===== config.mk =====
export PLATFORM = sky130hd
export DESIGN_NAME = pmrm_register_map
export DESIGN_NICKNAME = d
export VERILOG_FILES = /design/src/hdl/pmrm_pkg.sv /design/src/hdl/pmrm_phy_ctrl.sv /design/src/hdl/pmrm_register_map.sv
export SDC_FILE = /design/constraint.sdc
export NUM_CORES = 1
export LEC_CHECK = 0
export ABC_AREA = 1
export ABC_CLOCK_PERIOD_IN_PS = 1860
export BUFFER_PORTS_ARGS = -buffer_cell sky130_fd_sc_hd__buf_2
export CAP_MARGIN = 15
export CORE_ASPECT_RATIO = 0.6
export CORE_UTILIZATION = 35
export CTS_BUF_LIST = sky130_fd_sc_hd__clkbuf_8
export CTS_CLUSTER_DIAMETER = 150
export DETAILED_ROUTE_END_ITERATION = 6
export GPL_ROUTABILITY_DRIVEN = 0
export MAX_ROUTING_LAYER = met4
export PLACE_DENSITY = 0.66
export SLEW_MARGIN = 20
export SYNTH_ARGS = -nofsm -noshare
export SYNTH_HDL_FRONTEND = slang
export SYNTH_SLANG_ARGS = --single-unit
export TNS_END_PERCENT = 10

===== constraint.sdc =====
create_clock -name ref_clk -period 1.86 [get_ports ref_clk]
set_input_delay 0.186 -clock ref_clk [delete_from_list [all_inputs] [get_ports ref_clk]]
set_output_delay 0.186 -clock ref_clk [all_outputs]
set_load 0.005 [all_outputs]

===== src/hdl/pmrm_pkg.sv =====
// Package of constants and types for the PHY management register map.
package pmrm_pkg;

	// ---------------------------------------------------------------
	// Addresses
	// ---------------------------------------------------------------
	localparam logic [4:0] PMRM_PHY1_ADDR_RST = 5'h01;
	localparam logic [4:0] PMRM_PHY2_ADDR_RST = 5'h02;
	localparam logic [7:0] PMRM_GLOBAL_CTRL_ADDR = 8'h0F;
	localparam int PMRM_GADDR_LSB = 3;
	localparam int PMRM_GADDR_MSB = 7;
	localparam logic [7:0] PMRM_LOOP1_ADDR = 8'h1D;
	localparam logic [7:0] PMRM_LOOP2_ADDR = 8'h2D;
	localparam logic [7:0] PMRM_AN1_ADDR = 8'h1C;
	localparam logic [7:0] PMRM_AN2_ADDR = 8'h2C;
	localparam logic [7:0] PMRM_XO1_ADDR = 8'h1F;
	localparam logic [7:0] PMRM_XO2_ADDR = 8'h2F;

	localparam logic [4:0] PMRM_REG_CONTROL = 5'h00;
	localparam logic [4:0] PMRM_REG_STATUS = 5'h01;
	localparam logic [4:0] PMRM_REG_ID_HIGH = 5'h02;
	localparam logic [4:0] PMRM_REG_ID_LOW = 5'h03;
	localparam logic [4:0] PMRM_REG_ADVERT = 5'h04;
	localparam logic [4:0] PMRM_REG_PARTNER = 5'h05;
	localparam logic [4:0] PMRM_REG_CABLE_DIAG = 5'h1D;
	localparam logic [4:0] PMRM_REG_SPECIAL = 5'h1F;

	// ---------------------------------------------------------------
	// Basic control field positions
	// ---------------------------------------------------------------
	localparam int PMRM_B_LOOPBACK = 14;
	localparam int PMRM_B_SPEED100 = 13;
	localparam int PMRM_B_AUTONEG_ON = 12;
	localparam int PMRM_B_POWER_DOWN = 11;
	localparam int PMRM_B_AUTONEG_REDO = 9;
	localparam int PMRM_B_FULL_DUPLEX = 8;
	localparam int PMRM_B_CROSSOVER = 5;
	localparam int PMRM_B_STRAIGHT = 4;
	// Mirror bit positions in the global byte registers.
	localparam int PMRM_M_LOOPBACK = 0;
	localparam int PMRM_M_STRAIGHT = 1;
	localparam int PMRM_M_POWER_DOWN = 3;
	localparam int PMRM_M_AUTONEG_REDO = 5;
	localparam int PMRM_M_FULL_DUPLEX = 5;
	localparam int PMRM_M_SPEED100 = 6;
	localparam int PMRM_M_AUTONEG_ON = 7;
	localparam int PMRM_M_CROSSOVER = 7;

	// Writable bits of basic control; 15, 10, 7, 6 and 3:0 are never stored.
	localparam logic [15:0] PMRM_CTRL_WMASK = 16'h7B30;
	localparam logic [15:0] PMRM_CTRL_RST = 16'h1020;

	// ---------------------------------------------------------------
	// Types
	// ---------------------------------------------------------------
	typedef struct packed {
		logic loopback;
		logic speed100;
		logic autoneg_on;
		logic power_down;
		logic autoneg_redo;
		logic full_duplex;
		logic crossover_style_select;
		logic force_straight_pairing;
	} pmrm_phy_ctrl_t;

	typedef struct packed {
		logic req;
		logic write;
		logic [4:0] phy_addr;
		logic [4:0] reg_addr;
		logic [15:0] wdata;
	} pmrm_mgmt_req_t;

	typedef struct packed {
		logic ack;
		logic supported;
		logic [15:0] rdata;
	} pmrm_mgmt_rsp_t;

	typedef struct packed {
		logic req;
		logic write;
		logic [7:0] addr;
		logic [7:0] wdata;
	} pmrm_serial_req_t;

endpackage


===== src/hdl/pmrm_phy_ctrl.sv =====
// Per-PHY basic control register with mirrored serial-port bits.
`timescale 1ns/1ns
module pmrm_phy_ctrl
	import pmrm_pkg::*;
(
	input wire logic ref_clk,
	input wire logic resetn,
	input wire logic mgmt_we,
	input wire logic [15:0] mgmt_wdata,
	input wire logic ser_we_loop,
	input wire logic ser_we_an,
	input wire logic ser_we_xo,
	input wire logic [7:0] ser_wdata,
	output pmrm_phy_ctrl_t ctrl,
	output logic [15:0] ctrl_word
);

	typedef struct packed {
		pmrm_phy_ctrl_t c;
	} pmrm_ctrl_state_t;

	pmrm_ctrl_state_t state;
	pmrm_ctrl_state_t next_state;

	always_comb
	begin
		next_state = state;
		if (mgmt_we)
		begin
			next_state.c.loopback = mgmt_wdata[PMRM_B_LOOPBACK];
			next_state.c.speed100 = mgmt_wdata[PMRM_B_SPEED100];
			next_state.c.autoneg_on = mgmt_wdata[PMRM_B_AUTONEG_ON];
			next_state.c.power_down = mgmt_wdata[PMRM_B_POWER_DOWN];
			next_state.c.autoneg_redo =
				mgmt_wdata[PMRM_B_AUTONEG_REDO];
			next_state.c.full_duplex = mgmt_wdata[PMRM_B_FULL_DUPLEX];
			next_state.c.crossover_style_select =
				mgmt_wdata[PMRM_B_CROSSOVER];
			next_state.c.force_straight_pairing =
				mgmt_wdata[PMRM_B_STRAIGHT];
		end
		// The serial ports reach the same flops through another map.
		if (ser_we_loop)
		begin
			next_state.c.loopback = ser_wdata[PMRM_M_LOOPBACK];
			next_state.c.force_straight_pairing = ser_wdata[PMRM_M_STRAIGHT];
			next_state.c.power_down = ser_wdata[PMRM_M_POWER_DOWN];
			next_state.c.autoneg_redo = ser_wdata[PMRM_M_AUTONEG_REDO];
		end
		if (ser_we_an)
		begin
			next_state.c.autoneg_on = ser_wdata[PMRM_M_AUTONEG_ON];
			next_state.c.speed100 = ser_wdata[PMRM_M_SPEED100];
			next_state.c.full_duplex = ser_wdata[PMRM_M_FULL_DUPLEX];
		end
		if (ser_we_xo)
			next_state.c.crossover_style_select = ser_wdata[PMRM_M_CROSSOVER];
	end

	always_ff @(posedge ref_clk or negedge resetn)
	begin
		if (!resetn)
			state <= '{c: '{loopback: 1'b0, speed100: 1'b0, autoneg_on: 1'b1,
				power_down: 1'b0, autoneg_redo: 1'b0, full_duplex: 1'b0,
				crossover_style_select: 1'b1, force_straight_pairing: 1'b0}};
		else
			state <= next_state;
	end

	assign ctrl = state.c;

	// Unsupported bits are hard zero through the write mask.
	always_comb
	begin
		ctrl_word = 16'h0000;
		ctrl_word[PMRM_B_LOOPBACK] = state.c.loopback;
		ctrl_word[PMRM_B_SPEED100] = state.c.speed100;
		ctrl_word[PMRM_B_AUTONEG_ON] = state.c.autoneg_on;
		ctrl_word[PMRM_B_POWER_DOWN] = state.c.power_down;
		ctrl_word[PMRM_B_AUTONEG_REDO] = state.c.autoneg_redo;
		ctrl_word[PMRM_B_FULL_DUPLEX] = state.c.full_duplex;
		ctrl_word[PMRM_B_CROSSOVER] = state.c.crossover_style_select;
		ctrl_word[PMRM_B_STRAIGHT] = state.c.force_straight_pairing;
		ctrl_word = ctrl_word & PMRM_CTRL_WMASK;
	end

endmodule // pmrm_phy_ctrl


===== src/hdl/pmrm_register_map.sv =====
// Management register map and address decode for the two integrated PHYs.
`timescale 1ns/1ns
module pmrm_register_map
	import pmrm_pkg::*;
(
	input wire logic ref_clk,
	input wire logic resetn,
	input pmrm_mgmt_req_t mgmt_req,
	output pmrm_mgmt_rsp_t mgmt_rsp,
	input pmrm_serial_req_t ser_req,
	output logic [7:0] ser_rdata,
	input wire logic [15:0] phy1_status,
	input wire logic [15:0] phy1_id_high,
	input wire logic [15:0] phy1_id_low,
	input wire logic [15:0] phy1_advert,
	input wire logic [15:0] phy1_partner,
	input wire logic [15:0] phy1_special,
	input wire logic [15:0] phy2_status,
	input wire logic [15:0] phy2_id_high,
	input wire logic [15:0] phy2_id_low,
	input wire logic [15:0] phy2_advert,
	input wire logic [15:0] phy2_partner,
	input wire logic [15:0] phy2_special,
	input wire logic [15:0] phy2_cable_diag,
	output logic [15:0] ext_wdata,
	output logic [1:0] ext_we_advert,
	output logic [1:0] ext_we_special,
	output logic ext_we_cable_diag,
	output pmrm_phy_ctrl_t phy1_ctrl,
	output pmrm_phy_ctrl_t phy2_ctrl,
	output logic [1:0] autoneg_restart,
	output logic port2_loop_via_phy1,
	output logic port1_loop_via_phy2
);

	// ---------------------------------------------------------------
	// State
	// ---------------------------------------------------------------
	typedef struct packed {
		logic [4:0] phy_addr;
		logic [7:0] global_ctrl;
		logic addr_programmed;
		pmrm_mgmt_rsp_t rsp;
		logic [7:0] ser_rdata;
		logic [15:0] ext_wdata;
		logic [1:0] we_advert;
		logic [1:0] we_special;
		logic we_cable;
		logic [1:0] redo_q;
	} pmrm_map_state_t;

	pmrm_map_state_t state;
	pmrm_map_state_t next_state;

	logic [4:0] phy_addr_of [2];
	logic [1:0] hit;
	logic [1:0] ctrl_we;
	logic [1:0] ser_we_loop;
	logic [1:0] ser_we_an;
	logic [1:0] ser_we_xo;
	logic [15:0] ctrl_word [2];
	pmrm_phy_ctrl_t ctrl [2];
	logic reg_ok;
	logic [15:0] sel_word;

	// Each PHY answers on its default address until the global field is
	// written; PHY2 then takes the address after PHY1's.
	assign phy_addr_of[0] = state.addr_programmed ? state.phy_addr
		: PMRM_PHY1_ADDR_RST;
	assign phy_addr_of[1] = state.addr_programmed
		? 5'(state.phy_addr + 5'h01) : PMRM_PHY2_ADDR_RST;

	// ---------------------------------------------------------------
	// Per-PHY control
	// ---------------------------------------------------------------
	genvar g;
	generate
		for (g = 0; g < 2; g++)
		begin : g_phy
			assign hit[g] = mgmt_req.req && mgmt_req.phy_addr == phy_addr_of[g];
			assign ctrl_we[g] = hit[g] && mgmt_req.write
				&& mgmt_req.reg_addr == PMRM_REG_CONTROL;
			assign ser_we_loop[g] = ser_req.req && ser_req.write
				&& ser_req.addr == (g == 0 ? PMRM_LOOP1_ADDR : PMRM_LOOP2_ADDR);
			assign ser_we_an[g] = ser_req.req && ser_req.write
				&& ser_req.addr == (g == 0 ? PMRM_AN1_ADDR : PMRM_AN2_ADDR);
			assign ser_we_xo[g] = ser_req.req && ser_req.write
				&& ser_req.addr == (g == 0 ? PMRM_XO1_ADDR : PMRM_XO2_ADDR);
			pmrm_phy_ctrl u_ctrl (
				.ref_clk(ref_clk),
				.resetn(resetn),
				.mgmt_we(ctrl_we[g]),
				.mgmt_wdata(mgmt_req.wdata),
				.ser_we_loop(ser_we_loop[g]),
				.ser_we_an(ser_we_an[g]),
				.ser_we_xo(ser_we_xo[g]),
				.ser_wdata(ser_req.wdata),
				.ctrl(ctrl[g]),
				.ctrl_word(ctrl_word[g])
			);
		end
	endgenerate

	// ---------------------------------------------------------------
	// Management read decode
	// ---------------------------------------------------------------
	always_comb
	begin
		reg_ok = 1'b1;
		sel_word = 16'h0000;
		case (mgmt_req.reg_addr)
			PMRM_REG_CONTROL:
				sel_word = hit[1] ? ctrl_word[1] : ctrl_word[0];
			PMRM_REG_STATUS:
				sel_word = hit[1] ? phy2_status : phy1_status;
			PMRM_REG_ID_HIGH:
				sel_word = hit[1] ? phy2_id_high : phy1_id_high;
			PMRM_REG_ID_LOW:
				sel_word = hit[1] ? phy2_id_low : phy1_id_low;
			PMRM_REG_ADVERT:
				sel_word = hit[1] ? phy2_advert : phy1_advert;
			PMRM_REG_PARTNER:
				sel_word = hit[1] ? phy2_partner : phy1_partner;
			// Cable diagnostics exist only behind the second PHY.
			PMRM_REG_CABLE_DIAG:
			begin
				reg_ok = hit[1];
				sel_word = hit[1] ? phy2_cable_diag : 16'h0000;
			end
			PMRM_REG_SPECIAL:
				sel_word = hit[1] ? phy2_special : phy1_special;
			default:
				reg_ok = 1'b0;
		endcase
	end

	// ---------------------------------------------------------------
	// Next state
	// ---------------------------------------------------------------
	always_comb
	begin
		next_state = state;
		next_state.rsp.ack = mgmt_req.req;
		next_state.rsp.supported = (|hit) && reg_ok;
		next_state.we_advert = 2'b00;
		next_state.we_special = 2'b00;
		next_state.we_cable = 1'b0;
		if ((|hit) && reg_ok && !mgmt_req.write)
			next_state.rsp.rdata = sel_word;
		else if (mgmt_req.req && !mgmt_req.write)
			next_state.rsp.rdata = 16'h0000;
		if ((|hit) && reg_ok && mgmt_req.write)
		begin
			next_state.ext_wdata = mgmt_req.wdata;
			next_state.we_advert = {2{mgmt_req.reg_addr == PMRM_REG_ADVERT}}
				& hit;
			next_state.we_special = {2{mgmt_req.reg_addr == PMRM_REG_SPECIAL}}
				& hit;
			next_state.we_cable = mgmt_req.reg_addr == PMRM_REG_CABLE_DIAG;
		end
		if (ser_req.req && ser_req.write
			&& ser_req.addr == PMRM_GLOBAL_CTRL_ADDR)
		begin
			next_state.global_ctrl = ser_req.wdata;
			next_state.phy_addr =
				ser_req.wdata[PMRM_GADDR_MSB:PMRM_GADDR_LSB];
			next_state.addr_programmed = 1'b1;
		end
		next_state.ser_rdata = 8'h00;
		if (ser_req.req && !ser_req.write)
		begin
			case (ser_req.addr)
				PMRM_GLOBAL_CTRL_ADDR: next_state.ser_rdata = state.global_ctrl;
				PMRM_LOOP1_ADDR: next_state.ser_rdata = {2'b00,
					ctrl[0].autoneg_redo, 1'b0, ctrl[0].power_down, 1'b0,
					ctrl[0].force_straight_pairing, ctrl[0].loopback};
				PMRM_LOOP2_ADDR: next_state.ser_rdata = {2'b00,
					ctrl[1].autoneg_redo, 1'b0, ctrl[1].power_down, 1'b0,
					ctrl[1].force_straight_pairing, ctrl[1].loopback};
				PMRM_AN1_ADDR: next_state.ser_rdata = {ctrl[0].autoneg_on,
					ctrl[0].speed100, ctrl[0].full_duplex, 5'h00};
				PMRM_AN2_ADDR: next_state.ser_rdata = {ctrl[1].autoneg_on,
					ctrl[1].speed100, ctrl[1].full_duplex, 5'h00};
				PMRM_XO1_ADDR:
					next_state.ser_rdata = {ctrl[0].crossover_style_select, 7'h00};
				PMRM_XO2_ADDR:
					next_state.ser_rdata = {ctrl[1].crossover_style_select, 7'h00};
				default: next_state.ser_rdata = 8'h00;
			endcase
		end
		next_state.redo_q = {ctrl[1].autoneg_redo, ctrl[0].autoneg_redo};
	end

	always_ff @(posedge ref_clk or negedge resetn)
	begin
		if (!resetn)
			state <= '0;
		else
			state <= next_state;
	end

	// ---------------------------------------------------------------
	// Outputs
	// ---------------------------------------------------------------
	assign mgmt_rsp = state.rsp;
	assign ser_rdata = state.ser_rdata;
	assign ext_wdata = state.ext_wdata;
	assign ext_we_advert = state.we_advert;
	assign ext_we_special = state.we_special;
	assign ext_we_cable_diag = state.we_cable;
	assign phy1_ctrl = ctrl[0];
	assign phy2_ctrl = ctrl[1];
	// A restart is a rising edge on the redo bit, so holding it at 1 does
	// not retrigger negotiation every cycle.
	assign autoneg_restart = {ctrl[1].autoneg_redo, ctrl[0].autoneg_redo}
		& ~state.redo_q;
	assign port2_loop_via_phy1 = ctrl[0].loopback;
	assign port1_loop_via_phy2 = ctrl[1].loopback;

endmodule // pmrm_register_map


Word level (Yosys, flattened, before mapping). Index checks and enable logic that the tools add are counted. W data, S select, Z words.

Reduce and logical (&&, ||, !) cells: 31. Equal/unequal tests: 16. Bitwise logic cells: 4. Div/mod/pow operators: 0. Add/subtract/negate cells: 1. Magnitude comparators: 0. Muxes and demuxes: 31. Shift operators: 0. Multipliers: 0.

Operators with widths (number): $mux W16 (9); $pmux W16 S8 (1); $pmux W8 S7 (1); $eq A8 B5 Y1 const B (3); $eq A8 B6 Y1 const B (3); $mux W8 (3); $logic_and A1 B1 Y1 (19); $mux W15 (1); $mux W5 (3); $reduce_bool A2 Y1 (7); $eq A5 B2 Y1 const B (2); $eq A5 B3 Y1 const B (2); $eq A5 B5 Y1 (2); $eq A5 B5 Y1 const B (2); $eq A8 B4 Y1 const B (1); $mux W1 (8); $mux W2 (4); $reduce_or A7 Y1 (1); $and A2 B2 Y2 (3); $add A5 B1 Y5 const B (1); $eq A5 B1 Y1 const B (1); $logic_not A5 Y1 (1); $logic_not A1 Y1 (2); $not A2 Y2 (1); 2 further kinds (2).

Bits in registers: 79. Memory bits (read-only): 0. RAM bits: 0. Memories: 0. Input port bits: 256. Bits in latches: 0. Output and inout bits: 67.

Depth between registers and ports, before layout.
Depth in word-level cells: 8. Gate-level depth with buffers: 17. Depth with buffers taken out: 16.

Hierarchy. Synthesis repeated with hierarchy kept, for this count alone.

Cells, all modules: 1160. Area, all modules: 6964.2 um2.

Modules (own cells, without submodules): pmrm_register_map (times used 1, cells each 1026, area an instance 5928.2 um2); pmrm_phy_ctrl (times used 2, cells each 67, area an instance 518.0 um2).

Least setup slack after synthesis. No wires, ideal clock.

Path type: register to register. From: register state[58] (netlist name). To: register state (netlist bit mgmt_rsp[15]). Setup time: 0.120 ns. Arrival time: 1.886 ns. Cell stages (with the launch flop): 17. Path buffers: 1. Period minus slack after synthesis: 2.006 ns. Slack: -0.146 ns. Cell sequence: dfrtp_1 > ha_1 > inv_1 > nand2_1 > nand2_1 > nand3_1 > nor2_1 > nand2_1 > nor2_4 > nand2_4 > inv_4 > buf_2 > nand2_1 > nand2_1 > nand3_1 > o21ai_1 > nand2_1.

Longest elaborated chain between the ends: 8. Elaborated cells between the ends (all ways): 21. Those cells by class: 1 x add/sub; 2 x eq/ne; 12 x mux; 6 x reduce/logical.

Ends and longest elaborated chain: start, declared (RTL line pmrm_register_map.sv:52) `pmrm_map_state_t state;`; start signal, assigned (RTL line pmrm_register_map.sv:199) `state <= next_state;`; parallel branches: the longest is 8 deep, another holds $add A5 B1 Y5.

Several ways; the timed one is not identified. A chain may end at the register's enable or synchronous reset.

Worst setup path in the final report.
From: register state[58] (netlist name). To: register state (netlist bit mgmt_rsp[0]).

Same word-level chain as after synthesis.

==> flow_metrics.tcl <==
set metrics [dict create \
    cpLargestDelayFamily "simple AND/OR/NAND/NOR gates" \
    startpoint "state[58]$_DFFE_PN0P_" \
    path_class "flip-flop to flip-flop" \
    die_y_um 106.4 \
    ys.warnings.count 0 \
    power.internal_mw 2.626 \
    syn-cell-area_um2 6362 \
    drcViolationCount 0 \
    worst_setup_path_start_kind "flip-flop" \
    die-area_um2 18740 \
    pin_count 323 \
    violations "negative setup slack" \
    grt_overflow 0 \
    crit_chain "ha_4 > inv_2 > nand2_1 > nand2_1 > nand3_1 > nor2_1 > nand2_1 > nor2_4 > nand2_4 > buf_12 > inv_12 > buf_12 > nand2_1 > nand2_1 > nand3_1 > o21ai_1 > nand2_1" \
    relSlewSlack_pct 55.09 \
    r2r_cells 17 \
    critical_path.endpoint_type "flip-flop" \
    routed-via-count 7724 \
    netSwitchingFraction_pct 33.00 \
    placedCellCount 1571 \
    seq_area_um2 1858 \
    nFillCells 1859 \
    maxCapViolations 0 \
    hp-class "input pin to flip-flop" \
    first_global_vias 7282 \
    tightest_slew_ns 0.6666 \
    fin_cells 1597 \
    rsz0062_at_grt "true" \
    reg2reg_to "mgmt_rsp[0]$_DFFE_PN0P_" \
    multiInputGateArea_um2 3552 \
    synth-seq-cells 74 \
    cp_data_required_time_ns 2.12 \
    grt_usage_pct 27.84 \
    r2r-start "state[58]$_DFFE_PN0P_" \
    drt-initial-drc-count 585 \
    synth_area_leaders "dfrtp_1 (28%), nand2_1 (22%), nand3_1 (10%), inv_1 (9.4%), buf_4 (5.9%)" \
    clkSinkCount 74 \
    numCtsBuffers 9 \
    synth.avg_cell_area_um2 6.100 \
    clk_latency_ns 0.36 \
    crit_buf_inv 4 \
    synth_top_cell_area_share_pct 27.53 \
    fmax_mhz 451.8 \
    wire_per_inst_um 16.02 \
    fin_tns_setup_ns -13.17 \
    cp.depth 17 \
    portBuffers 322 \
    core_um2 17450 \
    initial_core_util_pct 36.45 \
    finalWorstSetupSlack_ns -0.3534 \
    layout.nets 1612 \
    yosysTopAreaCell "dfrtp_1" \
    routed_wl_mm 25.58 \
    h-tree-depth 3 \
    cts_tree "yes" \
    firstDrtPassIters 7 \
    p_leak_nw 5.372 \
    num_rows 37 \
    clockPowerShare_pct 31.1 \
    crit_path_max_fanout 9 \
    p_sw_mw 1.294 \
    cts_buffer_depth 2 \
    cts_root_buf "clkbuf_8" \
    dpl.hpwl_mm 20.58 \
    area_growth_pct 39.06 \
    ys_seq_area_share_pct 29.18 \
    endpoint "mgmt_rsp[0]$_DFFE_PN0P_" \
    drtAntennaViolNets 0 \
    power_density_nw_per_um2 443.1 \
    ir_worst_vdd_uv 257.7 \
    arrival_ns 2.48 \
    final_cell_mix "nand2_1 (347), buf_2 (321), inv_1 (157)" \
    slowest_delay_ns 0.43 \
    cts.clk_slew.worst_paths_ns 0.09 \
    slowest_stage "dfrtp_1" \
    status "finished with violations" \
    critPathMostFrequentCell "nand2_1" \
    via_per_inst 4.837 \
    clock_skew_ns 0.01501 \
    grt_max_degree 44 \
    die_x_um 176.1 \
    final_common_cell "nand2_1" \
    power_frac_comb_pct 25.3 \
    setup_viol 52 \
    drv_slew 0 \
    grt_pass1_wl_mm 38.76 \
    layout-drive-gt1-share_pct 35.37 \
    fin_crit_sh_pct 119.0 \
    synth_cell_types 39 \
    fin_crit_ns 2.213 \
    antenna_found_initial 3 \
    synthCells 1043 \
    r2r_slack_ns -0.35 \
    hold_violations 0 \
    p_seq_share_pct 43.6 \
    syn_nets 1300 \
]
-- per-layer routing --
| metal | up-vias | track usage (%) | part of all wire, % |
|---|---|---|---|
| li1 | 3834 | - | - |
| met1 | 3508 | 35.38 | 43 |
| met2 | 349 | 43.62 | 45 |
| met3 | 33 | 7.797 | 9.6 |
| met4 | 0 | 6.584 | 1.7 |
| met5 | - | - | 0 |
-- worst min-delay path, cell delays in order --
cell,delay [ns]
buf_2,0.07
nand2_1,0.04
nand2_1,0.06
-- what timing repair did --
item,in CTS,in global routing
setup buffers,3,0
pin swaps,11,10
resized for setup,54,23
gates cloned,1,1
hold endpoints to repair,28,0
endpoints found under the setup margin,54,54
hold buffers,2,0
-- through the flow --
step / instance area, um2 / power [mW] / setup slack [ns] / util, % / hold slack, ns
after global placement: 8284 / 2.677 / -0.4398 / 47.47 / 0.1675
after CTS: 8721 / 3.951 / -0.3509 / 49.97 / 0.001403
after global routing: 8847 / 4.146 / -0.5668 / 50.69 / 0.007367
final: 8847 / 3.920 / -0.3534 / 50.69 / 0.02211
after floorplan: 6365 / 2.139 / -0.1239 / - / -0.1096
after detailed placement: 8284 / 2.683 / -0.4791 / 47.47 / 0.1776
-- flip-flops by register name, indices dropped and copies added, names as in the netlist --
name / cells
ext_we_cable_diag: 1
ext_we_special: 2
ext_wdata: 16
ser_rdata: 8
ext_we_advert: 2
mgmt_rsp: 18
g_phy.u_ctrl.ctrl: 16
state: 11
-- cell families after synthesis --
group | after synthesis | synth area share, %
simple gates | 629 | 43.24
flops | 74 | 29.18
mux | 2 | 0.3540
fa+ha+maj | 1 | 0.1966
buf+inv | 254 | 19.35
xor+xnor | 1 | 0.1377
compound gates | 82 | 7.532
-- synth_stat cells (all sizes together) --
cell type,n
a211oi,1
a21oi,6
a22o,8
a31oi,3
buf,76
clkbuf,12
clkinv,1
dfrtp,70
dfstp,4
ha,1
inv,165
mux2,2
nand2,371
nand3,130
nand3b,17
nand4,15
nor2,85
nor3,9
nor4,2
o211ai,3
o21ai,51
o221ai,5
o22ai,5
xor2,1
-- worst min path at each step --
stage                 from                        to  slack, ns  cells past startpoint
5_1_grt        mgmt_req[0]  ext_wdata[0]$_DFFE_PN0P_      0.007                      3
6_report       mgmt_req[0]  ext_wdata[0]$_DFFE_PN0P_       0.02                      3
3_3_place_gp        resetn    ser_rdata[2]$_DFF_PN0_       0.17                      1
2_1_floorplan       resetn  ext_wdata[0]$_DFFE_PN0P_      -0.11                      0
4_1_cts        mgmt_req[0]  ext_wdata[0]$_DFFE_PN0P_      0.001                      3
3_5_place_dp        resetn    ser_rdata[2]$_DFF_PN0_       0.18                      1
-- power by group through the flow --
stage / Sequential [mW] / Clock, mW / Combinational [mW]
after floorplan: 1.73 / 0 / 0.409
after global placement: 1.74 / 0 / 0.942
after detailed placement: 1.74 / 0 / 0.946
after CTS: 1.71 / 1.27 / 0.976
after global routing: 1.71 / 1.33 / 1.10
final: 1.71 / 1.22 / 0.993
-- final cells by class --
cell class | instances | share of cell area [%]
diodes | 3 | 0.08485
clock buffers | 9 | 1.400
clock inverters | 7 | 0.6505
inverters | 166 | 7.213
multi-input cells | 716 | 40.15
flip-flops and latches | 74 | 21.00
well taps | 234 | 3.309
repair buffers | 388 | 26.19
Power figures use the tool's default switching activity.
